--- config.mk ---
export PLATFORM = sky130hd
export DESIGN_NAME = pin_mux_gpio_rs485_dir
export DESIGN_NICKNAME = d
export VERILOG_FILES = /design/src/verilog/pin_mux_pkg.sv /design/src/verilog/pin_mux_gpio_rs485_dir.sv /design/src/verilog/xcvr_turnaround.sv
export SDC_FILE = /design/constraint.sdc
export NUM_CORES = 1
export LEC_CHECK = 0
export BUFFER_PORTS_ARGS = -buffer_cell sky130_fd_sc_hd__buf_4
export CAP_MARGIN = 20
export CORE_MARGIN = 1
export CORE_UTILIZATION = 49
export DETAILED_ROUTE_END_ITERATION = 8
export HOLD_SLACK_MARGIN = 0.03
export PLACE_DENSITY = 0.77
export SETUP_SLACK_MARGIN = 0.4
export SLEW_MARGIN = 0
export SYNTH_ARGS = -nofsm -noshare
export SYNTH_HDL_FRONTEND = slang
export SYNTH_SLANG_ARGS = --single-unit
--- constraint.sdc ---
create_clock -name aclk -period 2.2 [get_ports aclk]
set_input_delay 0.44 -clock aclk [delete_from_list [all_inputs] [get_ports aclk]]
set_output_delay 0.44 -clock aclk [all_outputs]
set_load 0.01 [all_outputs]
--- src/verilog/pin_mux_pkg.sv ---
// Constants, types and field layout of the pin function and GPIO block
package pin_mux_pkg;
   localparam int NPIN = 10;
   localparam int DLY_W = 4;
   // Register indices; byte address is four times the index
   localparam logic [5:0] IDX_DELAY = 6'h0B;
   localparam logic [5:0] IDX_FUNC = 6'h0C;
   localparam logic [5:0] IDX_DIR = 6'h0D;
   localparam logic [5:0] IDX_SET = 6'h0E;
   localparam logic [5:0] IDX_CLR = 6'h0F;
   localparam logic [5:0] IDX_STATUS = 6'h1F;
   // Function select fields and status enable bit
   localparam int FS_RX_TOG = 9;
   localparam int FS_TX_TOG = 8;
   localparam int FS_CLK = 7;
   localparam int FS_P7_HI = 6;
   localparam int FS_P7_LO = 5;
   localparam int FS_PIN7 = 4;
   localparam int FS_POL = 3;
   localparam int FS_MODE_HI = 2;
   localparam int ST_EN = 10;
   // Pin numbers of the alternate functions
   localparam int PIN_DTR = 2;
   localparam int PIN_DSR = 3;
   localparam int PIN_CTS = 4;
   localparam int PIN_RTS = 5;
   localparam int PIN_CLK = 6;
   localparam int PIN_EN7 = 7;
   localparam int PIN_TXT = 8;
   localparam int PIN_RXT = 9;
   // Reset values and response codes
   localparam logic [9:0] FUNC_RST = 10'h300;
   localparam logic [9:0] DIR_RST = 10'h000;
   localparam logic [9:0] LVL_RST = 10'h000;
   localparam logic [3:0] DELAY_RST = 4'h0;
   localparam logic [1:0] RESP_OKAY = 2'h0;
   localparam logic [1:0] RESP_SLVERR = 2'h2;
   typedef enum logic [2:0] {
      FLOW_GPIO    = 3'h0,
      FLOW_RTS_CTS = 3'h1,
      FLOW_DTR_DSR = 3'h2,
      FLOW_EN_SEND = 3'h3,
      FLOW_EN_ADDR = 3'h4
   } flow_mode_e;
   typedef enum logic [1:0] {
      P7_GPIO    = 2'h0,
      P7_EN_SEND = 2'h1,
      P7_EN_ADDR = 2'h2
   } pin7_mode_e;
   // Signals from the UART core
   typedef struct packed {
      logic tx_active;
      logic bit_tick;
      logic addr_match;
      logic tx_toggle;
      logic rx_toggle;
      logic clk_out;
      logic rts_n;
      logic dtr_n;
   } uart_sig_s;
endpackage : pin_mux_pkg

--- src/verilog/pin_mux_gpio_rs485_dir.sv ---
// Pin function select, GPIO and transceiver enable block with AXI4-Lite registers
//
// The implementer's own choice: the AXI4-Lite slave port.
`timescale 1ns/1ns
`default_nettype none
module pin_mux_gpio_rs485_dir (
   // Clock and reset
   input  wire logic                   aclk,
   input  wire logic                   aresetn,
   // AXI4-Lite write address
   input  wire logic [7:0]             awaddr,
   input  wire logic                   awvalid,
   output logic                        awready,
   // AXI4-Lite write data
   input  wire logic [31:0]            wdata,
   input  wire logic [3:0]             wstrb,
   input  wire logic                   wvalid,
   output logic                        wready,
   // AXI4-Lite write response
   output logic [1:0]                  bresp,
   output logic                        bvalid,
   input  wire logic                   bready,
   // AXI4-Lite read address
   input  wire logic [7:0]             araddr,
   input  wire logic                   arvalid,
   output logic                        arready,
   // AXI4-Lite read data
   output logic [31:0]                 rdata,
   output logic [1:0]                  rresp,
   output logic                        rvalid,
   input  wire logic                   rready,
   // UART core side
   input  wire pin_mux_pkg::uart_sig_s uart_i,
   output logic                        cts_n,
   output logic                        dsr_n,
   // Pins
   input  wire logic [9:0]             pin_in,
   output logic [9:0]                  pin_out,
   output logic [9:0]                  pin_oe
);
   logic [3:0]  delay_q;
   logic [9:0]  func_q;
   logic [9:0]  dir_q;
   logic [9:0]  lvl_q;
   logic        aw_ok_q;
   logic        aw_ok_d;
   logic        w_ok_q;
   logic        w_ok_d;
   logic        bvalid_d;
   logic [5:0]  wr_idx_q;
   logic [31:0] wdata_q;
   logic [3:0]  wstrb_q;
   logic        do_wr;
   logic        wr_hit;
   logic [15:0] wmask;
   logic [15:0] wnew;
   logic [9:0]  wbits;
   logic [9:0]  gp_mask;
   logic [9:0]  set_gp;
   logic [9:0]  clr_gp;
   logic        en_send;
   logic        en_send_p;
   logic        en_addr_p;
   logic [9:0]  alt;
   logic [9:0]  alt_val;
   logic [9:0]  alt_oe;
   logic [5:0]  rd_idx;
   logic [31:0] rd_data;
   logic        rd_hit;
   pin_mux_pkg::flow_mode_e mode;
   pin_mux_pkg::pin7_mode_e p7_mode;

   // Write channel: address and data are taken in either order
   assign do_wr = aw_ok_q && w_ok_q && !bvalid;

   always_comb begin
      aw_ok_d = aw_ok_q;
      w_ok_d = w_ok_q;
      bvalid_d = bvalid;
      if (awvalid && awready) begin
         aw_ok_d = 1'b1;
      end
      if (wvalid && wready) begin
         w_ok_d = 1'b1;
      end
      if (do_wr) begin
         aw_ok_d = 1'b0;
         w_ok_d = 1'b0;
         bvalid_d = 1'b1;
      end else if (bvalid && bready) begin
         bvalid_d = 1'b0;
      end
   end

   always_ff @(posedge aclk) begin
      if (!aresetn) begin
         aw_ok_q <= 1'b0;
         w_ok_q <= 1'b0;
         bvalid <= 1'b0;
         awready <= 1'b0;
         wready <= 1'b0;
         bresp <= pin_mux_pkg::RESP_OKAY;
      end else begin
         aw_ok_q <= aw_ok_d;
         w_ok_q <= w_ok_d;
         bvalid <= bvalid_d;
         // Ready only drops after a capture, so one write is in flight
         awready <= !aw_ok_d && !bvalid_d;
         wready <= !w_ok_d && !bvalid_d;
         if (do_wr) begin
            bresp <= wr_hit ? pin_mux_pkg::RESP_OKAY : pin_mux_pkg::RESP_SLVERR;
         end
      end
   end

   always_ff @(posedge aclk) begin
      if (awvalid && awready) begin
         wr_idx_q <= awaddr[7:2];
      end
      if (wvalid && wready) begin
         wdata_q <= wdata;
         wstrb_q <= wstrb;
      end
   end

   always_comb begin
      wr_hit = 1'b1;
      case (wr_idx_q)
         pin_mux_pkg::IDX_DELAY,
         pin_mux_pkg::IDX_FUNC,
         pin_mux_pkg::IDX_DIR,
         pin_mux_pkg::IDX_SET,
         pin_mux_pkg::IDX_CLR,
         pin_mux_pkg::IDX_STATUS: wr_hit = 1'b1;
         default: wr_hit = 1'b0;
      endcase
   end

   // Only the two low byte lanes carry register bits
   assign wmask = {{8{wstrb_q[1]}}, {8{wstrb_q[0]}}};
   assign wnew = wdata_q[15:0] & wmask;
   assign wbits = wnew[9:0];

   // Register file; upper bits are not stored and read as zero
   always_ff @(posedge aclk) begin
      if (!aresetn) begin
         delay_q <= pin_mux_pkg::DELAY_RST;
         func_q <= pin_mux_pkg::FUNC_RST;
         dir_q <= pin_mux_pkg::DIR_RST;
      end else if (do_wr) begin
         if (wr_idx_q == pin_mux_pkg::IDX_DELAY) begin
            delay_q <= (delay_q & ~wmask[3:0]) | wnew[3:0];
         end
         if (wr_idx_q == pin_mux_pkg::IDX_FUNC) begin
            func_q <= (func_q & ~wmask[9:0]) | wbits;
         end
         if (wr_idx_q == pin_mux_pkg::IDX_DIR) begin
            dir_q <= (dir_q & ~wmask[9:0]) | wbits;
         end
      end
   end

   // Set and clear reach only GPIO pins that are outputs
   assign gp_mask = dir_q & ~alt;
   assign set_gp = (do_wr && wr_idx_q == pin_mux_pkg::IDX_SET) ? (wbits & gp_mask) : 10'h000;
   assign clr_gp = (do_wr && wr_idx_q == pin_mux_pkg::IDX_CLR) ? (wbits & gp_mask) : 10'h000;

   // Level survives direction changes; nothing else touches it
   always_ff @(posedge aclk) begin
      if (!aresetn) begin
         lvl_q <= pin_mux_pkg::LVL_RST;
      end else begin
         lvl_q <= (lvl_q | set_gp) & ~clr_gp;
      end
   end

   xcvr_turnaround u_turn (
      .aclk      (aclk),
      .aresetn   (aresetn),
      .tx_active (uart_i.tx_active),
      .bit_tick  (uart_i.bit_tick),
      .delay     (delay_q),
      .en_q      (en_send)
   );

   assign en_send_p = func_q[pin_mux_pkg::FS_POL] ? en_send : !en_send;
   assign en_addr_p = func_q[pin_mux_pkg::FS_POL] ? uart_i.addr_match : !uart_i.addr_match;
   assign mode = pin_mux_pkg::flow_mode_e'(func_q[pin_mux_pkg::FS_MODE_HI:0]);
   assign p7_mode = pin_mux_pkg::pin7_mode_e'(func_q[pin_mux_pkg::FS_P7_HI:pin_mux_pkg::FS_P7_LO]);

   // Alternate function map; reserved codes leave pins as GPIO
   always_comb begin
      alt = 10'h000;
      alt_val = 10'h000;
      alt_oe = 10'h000;
      case (mode)
         pin_mux_pkg::FLOW_RTS_CTS: begin
            alt[pin_mux_pkg::PIN_CTS] = 1'b1;
            alt[pin_mux_pkg::PIN_RTS] = 1'b1;
            alt_oe[pin_mux_pkg::PIN_RTS] = 1'b1;
            alt_val[pin_mux_pkg::PIN_RTS] = uart_i.rts_n;
         end
         pin_mux_pkg::FLOW_DTR_DSR: begin
            alt[pin_mux_pkg::PIN_DSR] = 1'b1;
            alt[pin_mux_pkg::PIN_DTR] = 1'b1;
            alt_oe[pin_mux_pkg::PIN_DTR] = 1'b1;
            alt_val[pin_mux_pkg::PIN_DTR] = uart_i.dtr_n;
         end
         pin_mux_pkg::FLOW_EN_SEND: begin
            alt[pin_mux_pkg::PIN_RTS] = 1'b1;
            alt_oe[pin_mux_pkg::PIN_RTS] = 1'b1;
            alt_val[pin_mux_pkg::PIN_RTS] = en_send_p;
         end
         pin_mux_pkg::FLOW_EN_ADDR: begin
            alt[pin_mux_pkg::PIN_RTS] = 1'b1;
            alt_oe[pin_mux_pkg::PIN_RTS] = 1'b1;
            alt_val[pin_mux_pkg::PIN_RTS] = en_addr_p;
         end
         default: begin
         end
      endcase
      if (func_q[pin_mux_pkg::FS_PIN7]) begin
         case (p7_mode)
            pin_mux_pkg::P7_EN_SEND: begin
               alt[pin_mux_pkg::PIN_EN7] = 1'b1;
               alt_oe[pin_mux_pkg::PIN_EN7] = 1'b1;
               alt_val[pin_mux_pkg::PIN_EN7] = en_send_p;
            end
            pin_mux_pkg::P7_EN_ADDR: begin
               alt[pin_mux_pkg::PIN_EN7] = 1'b1;
               alt_oe[pin_mux_pkg::PIN_EN7] = 1'b1;
               alt_val[pin_mux_pkg::PIN_EN7] = en_addr_p;
            end
            default: begin
            end
         endcase
      end
      if (func_q[pin_mux_pkg::FS_CLK]) begin
         alt[pin_mux_pkg::PIN_CLK] = 1'b1;
         alt_oe[pin_mux_pkg::PIN_CLK] = 1'b1;
         alt_val[pin_mux_pkg::PIN_CLK] = uart_i.clk_out;
      end
      if (func_q[pin_mux_pkg::FS_TX_TOG]) begin
         alt[pin_mux_pkg::PIN_TXT] = 1'b1;
         alt_oe[pin_mux_pkg::PIN_TXT] = 1'b1;
         alt_val[pin_mux_pkg::PIN_TXT] = uart_i.tx_toggle;
      end
      if (func_q[pin_mux_pkg::FS_RX_TOG]) begin
         alt[pin_mux_pkg::PIN_RXT] = 1'b1;
         alt_oe[pin_mux_pkg::PIN_RXT] = 1'b1;
         alt_val[pin_mux_pkg::PIN_RXT] = uart_i.rx_toggle;
      end
   end

   // Pin drivers; alternate functions override direction and level
   for (genvar i = 0; i < pin_mux_pkg::NPIN; i++) begin : g_pin
      always_ff @(posedge aclk) begin
         if (!aresetn) begin
            pin_oe[i] <= 1'b0;
            pin_out[i] <= 1'b0;
         end else begin
            pin_oe[i] <= alt[i] ? alt_oe[i] : dir_q[i];
            pin_out[i] <= alt[i] ? alt_val[i] : lvl_q[i];
         end
      end
   end

   // Flow inputs idle deasserted when their pins are GPIO
   always_ff @(posedge aclk) begin
      if (!aresetn) begin
         cts_n <= 1'b1;
         dsr_n <= 1'b1;
      end else begin
         cts_n <= alt[pin_mux_pkg::PIN_CTS] ? pin_in[pin_mux_pkg::PIN_CTS] : 1'b1;
         dsr_n <= alt[pin_mux_pkg::PIN_DSR] ? pin_in[pin_mux_pkg::PIN_DSR] : 1'b1;
      end
   end

   // Read channel; write-only registers read as zero
   assign rd_idx = araddr[7:2];

   always_comb begin
      rd_data = 32'h0000_0000;
      rd_hit = 1'b1;
      case (rd_idx)
         pin_mux_pkg::IDX_DELAY: rd_data[3:0] = delay_q;
         pin_mux_pkg::IDX_FUNC: rd_data[9:0] = func_q;
         pin_mux_pkg::IDX_DIR: rd_data[9:0] = dir_q;
         pin_mux_pkg::IDX_SET,
         pin_mux_pkg::IDX_CLR: rd_hit = 1'b1;
         pin_mux_pkg::IDX_STATUS: begin
            rd_data[9:0] = lvl_q;
            rd_data[pin_mux_pkg::ST_EN] = en_send;
         end
         default: rd_hit = 1'b0;
      endcase
   end

   always_ff @(posedge aclk) begin
      if (!aresetn) begin
         arready <= 1'b0;
         rvalid <= 1'b0;
         rdata <= 32'h0000_0000;
         rresp <= pin_mux_pkg::RESP_OKAY;
      end else if (arvalid && arready) begin
         arready <= 1'b0;
         rvalid <= 1'b1;
         rdata <= rd_data;
         rresp <= rd_hit ? pin_mux_pkg::RESP_OKAY : pin_mux_pkg::RESP_SLVERR;
      end else if (rvalid && rready) begin
         rvalid <= 1'b0;
         arready <= 1'b1;
      end else if (!rvalid) begin
         arready <= 1'b1;
      end
   end

   a_rx_toggle: assert property (@(posedge aclk) disable iff (!aresetn)
      func_q[9] |=> pin_oe[9] && pin_out[9] == $past(uart_i.rx_toggle))
      else $error("pin 9 not carrying receive toggle");
   a_tx_toggle: assert property (@(posedge aclk) disable iff (!aresetn)
      func_q[8] |=> pin_oe[8] && pin_out[8] == $past(uart_i.tx_toggle))
      else $error("pin 8 not carrying transmit toggle");
   a_clk_pin: assert property (@(posedge aclk) disable iff (!aresetn)
      func_q[7] |=> pin_oe[6] && pin_out[6] == $past(uart_i.clk_out))
      else $error("pin 6 not carrying clock");
   a_pin7_gpio: assert property (@(posedge aclk) disable iff (!aresetn)
      !func_q[4] |=> pin_oe[7] == $past(dir_q[7]) && pin_out[7] == $past(lvl_q[7]))
      else $error("pin 7 not GPIO with pin select clear");
   a_pin7_addr: assert property (@(posedge aclk) disable iff (!aresetn)
      func_q[6:4] == 3'h5 |=> pin_out[7] == $past(en_addr_p) && pin_oe[7])
      else $error("pin 7 not carrying address match enable");
   a_pin5_send: assert property (@(posedge aclk) disable iff (!aresetn)
      func_q[3:0] == 4'hB |=> pin_out[5] == $past(en_send))
      else $error("pin 5 send enable wrong polarity");
   a_rts_cts: assert property (@(posedge aclk) disable iff (!aresetn)
      func_q[2:0] == 3'h1 |=> !pin_oe[4] && pin_oe[5])
      else $error("flow pins wrong direction");
   a_gpio_dir: assert property (@(posedge aclk) disable iff (!aresetn)
      1'b1 |=> pin_oe[0] == $past(dir_q[0]))
      else $error("pin 0 direction not following register");
   a_set_drive: assert property (@(posedge aclk) disable iff (!aresetn)
      set_gp != 10'h000 |=> (lvl_q & $past(set_gp)) == $past(set_gp))
      else $error("set did not raise output");
   a_clr_drive: assert property (@(posedge aclk) disable iff (!aresetn)
      clr_gp != 10'h000 |=> (lvl_q & $past(clr_gp)) == 10'h000)
      else $error("clear did not lower output");
   a_set_masked: assert property (@(posedge aclk) disable iff (!aresetn)
      do_wr |=> ((lvl_q ^ $past(lvl_q)) & ~$past(gp_mask)) == 10'h000)
      else $error("set or clear touched an input or alternate pin");
   a_lvl_hold: assert property (@(posedge aclk) disable iff (!aresetn)
      !do_wr |=> $stable(lvl_q))
      else $error("output level changed without a write");
endmodule : pin_mux_gpio_rs485_dir
`default_nettype wire

--- src/verilog/xcvr_turnaround.sv ---
// Transmit-active transceiver enable with turnaround hold
`timescale 1ns/1ns
`default_nettype none
module xcvr_turnaround (
   // Clock and reset
   input  wire logic                         aclk,
   input  wire logic                         aresetn,
   // UART timing
   input  wire logic                         tx_active,
   input  wire logic                         bit_tick,
   input  wire logic [pin_mux_pkg::DLY_W-1:0] delay,
   // Enable, true while sending or holding
   output logic                              en_q
);
   logic [pin_mux_pkg::DLY_W-1:0] cnt_q;

   // tx_active covers the stop bit, so the hold starts after it
   always_ff @(posedge aclk) begin
      if (!aresetn) begin
         en_q <= 1'b0;
         cnt_q <= pin_mux_pkg::DELAY_RST;
      end else if (tx_active) begin
         en_q <= 1'b1;
         cnt_q <= delay;
      end else if (en_q) begin
         if (cnt_q == '0) begin
            en_q <= 1'b0;
         end else if (bit_tick) begin
            cnt_q <= cnt_q - 4'h1;
         end
      end
   end

   a_en_on_send: assert property (@(posedge aclk) disable iff (!aresetn)
      tx_active |=> en_q)
      else $error("enable not raised while sending");
   a_hold_after: assert property (@(posedge aclk) disable iff (!aresetn)
      $fell(tx_active) && delay != 4'h0 |-> en_q ##1 en_q)
      else $error("enable dropped before turnaround");
   a_drop_at_zero: assert property (@(posedge aclk) disable iff (!aresetn)
      !tx_active && en_q && cnt_q == 4'h0 |=> !en_q)
      else $error("enable not dropped at end of turnaround");
   a_count_tick: assert property (@(posedge aclk) disable iff (!aresetn)
      !tx_active && en_q && !bit_tick |=> cnt_q == $past(cnt_q))
      else $error("turnaround count moved without a bit tick");
endmodule : xcvr_turnaround
`default_nettype wire

==> out/qor.yml <==
status: "complete, no violations"
final_core_util: 0.612
grt_most_used_layer: "met2"
post-route-period-util: 0.789
ys_seq_area_frac: 0.512
dp.cells: 567
min_period_ns: 1.74
cts_buffers: 9
core_area_sq_um: 8260
wl_per_cell_microns: 14.9
worstReg2RegStart: "wr_idx_q[5]"
track_usage: 0.208
wl_mm: 8.71
synth-async-reset-ratio: 0
cp.arrival_ns: 1.99
syn_to_final_growth_pct: 19.7
reg2regPathDepth: 4
cp-start-kind: "flop"
path_depth: 4
synth_seq_cells: 99
cts_tree: "yes"
crit_required_ns: 2.45
endpoint_kind: "flop"
power.density_nw_per_um2: 647
die_h_microns: 94.8
hold_depth: 1
drt_iter0_drc: 216
fin_skew_ns: 0.00991
hp-start: "wdata[4]"
synth_area_sq_um: 4220
hp-class: "in2reg"
grt_pass1_wl_mm: 14.0
num_rows: 33
fill_cells: 693
die_width_microns: 94.8
crit_fanout: 8
syn_avg_cell_area_sq_um: 10.7
vias_per_cell: 5.23
crit_buf_inv: 0
first_global_vias: 2867
cp-startpoint: "wr_idx_q[5]"
start_util: 0.511
via_count: 3058
grt-ovfl-total: 0
crit_slowest_cell: "or4_4"
antenna_found_initial: 0
clk_pin_slew_worst_paths_ns: 0.09
hpwl_mm: 6.22
rsz0062_at_grt: "false"
hold_buffers: 0
die-area_sq_um: 8990
finalHoldViolations: 0
criticalPathCategory: "reg2reg"
dr.pass1.iters: 4
clockRootBuffer: "clkbuf_8"
slew_headroom: 0.581
pin_count: 140
layout-drive-gt1-share: 0.275
drv_cap: 0
synth_warnings: 0
clock_tree.buffer_depth: 2
use_met1: 0.274
final_common_cell: "buf_4"
cpLargestDelayFamily: "simple AND/OR/NAND/NOR gates"
htree_levels: 3
io_buffers: 80
drv_slew: 0
synth_edf_count: 18
crit_chain: "nand4bb_4, or4_4, mux2i_1, nor2b_1"
use_met2: 0.336
synthFlopType: "dfxtp_1"
max_stage_delay_ns: 0.63
final_cells: 585
clkSinkCount: 99
leakage_uw: 0.00209
synth_cells: 395
met3_usage: 0.0411
setup_tns_ns: 0
nNetsFinal: 556
setup_viol: 0
drc: 0
clk_latency_ns: 0.36
grt_max_degree: 46
ys_types: 54
gp_congestion: 0.828
layout_common_cells: "buf_4, dfxtp_1, mux2i_1"
irDropWorstVdd_mv: 0.326
ant_nets: 0
worst_pin_slew_ns: 0.629
diodes: 0
fmax_mhz: 576
layer usage:
layer,up-vias,routed length [microns],share of wire
met5,-,0,0
met4,0,114,0.013
met3,8,594,0.068
met2,112,4180,0.48
met1,1412,3830,0.44
li1,1526,-,-
report_power, final:
group	internal (uW)	switching, uW
clock	551	582
combinational	108	110
sequential	1880	31.5
total	2540	723
what timing repair did:
action / 4_1_cts / 5_1_grt
buffers inserted: 0 / 2
gates resized for setup: 1 / 1
setup endpoints to repair: 8 / 10
pin swaps: 0 / 1
metrics by stage:
step                power [uW]  cell area, sq um  setup WS [ns]  hold slack, ns
detailed placement        2170              4830          0.305           0.444
global route              3400              5050          0.402           0.230
floorplan                 2100              4300          0.608           0.452
CTS                       3300              5030          0.400           0.236
finish                    3270              5050          0.463           0.252
global placement          2170              4830          0.376           0.440
path summary, 6_finish.rpt:
kind / to / slack [ns]
worst min-delay path: wdata_q[4] / 0.25
worst min register to register: rresp[1] / 0.46
worst max-delay path: flop / 0.46
worst max register to register: flop / 0.46
cells in the mapped netlist, types with 8 or more instances:
master,instances,area (sq um)
mux2i_1,29,290
dfxtp_1,81,1620
clkbuf_1,14,52.6
buf_4,23,173
nand2_1,28,105
o221a_2,10,113
o21a_1,8,60.1
o21ai_0,16,80.1
nor2b_1,26,163
and3_1,10,62.6
nand2b_1,8,50.1
nor2_1,14,52.6
inv_1,10,37.5
edfxtp_1,18,541
kinds of logic after synthesis:
logic type      after synthesis  share of synthesized area
other cells                   1                   0.000889
compound gates               64                      0.115
simple gates                136                      0.195
mux                          36                     0.0875
flops                        99                      0.512
xor+xnor                      4                    0.00831
buf+inv                      50                     0.0658
fa+ha+maj                     5                     0.0142
layout make-up:
class	count	area [sq um]	share of cell area
clock buffer	11	141	0.0280
multi-input combinational	268	1870	0.370
tap	105	131	0.0260
sequential	99	2160	0.428
inverter	10	37.5	0.00743
timing repair buffer	87	653	0.129
clock inverter	5	53.8	0.0107
(Power assumes the default switching activity.)
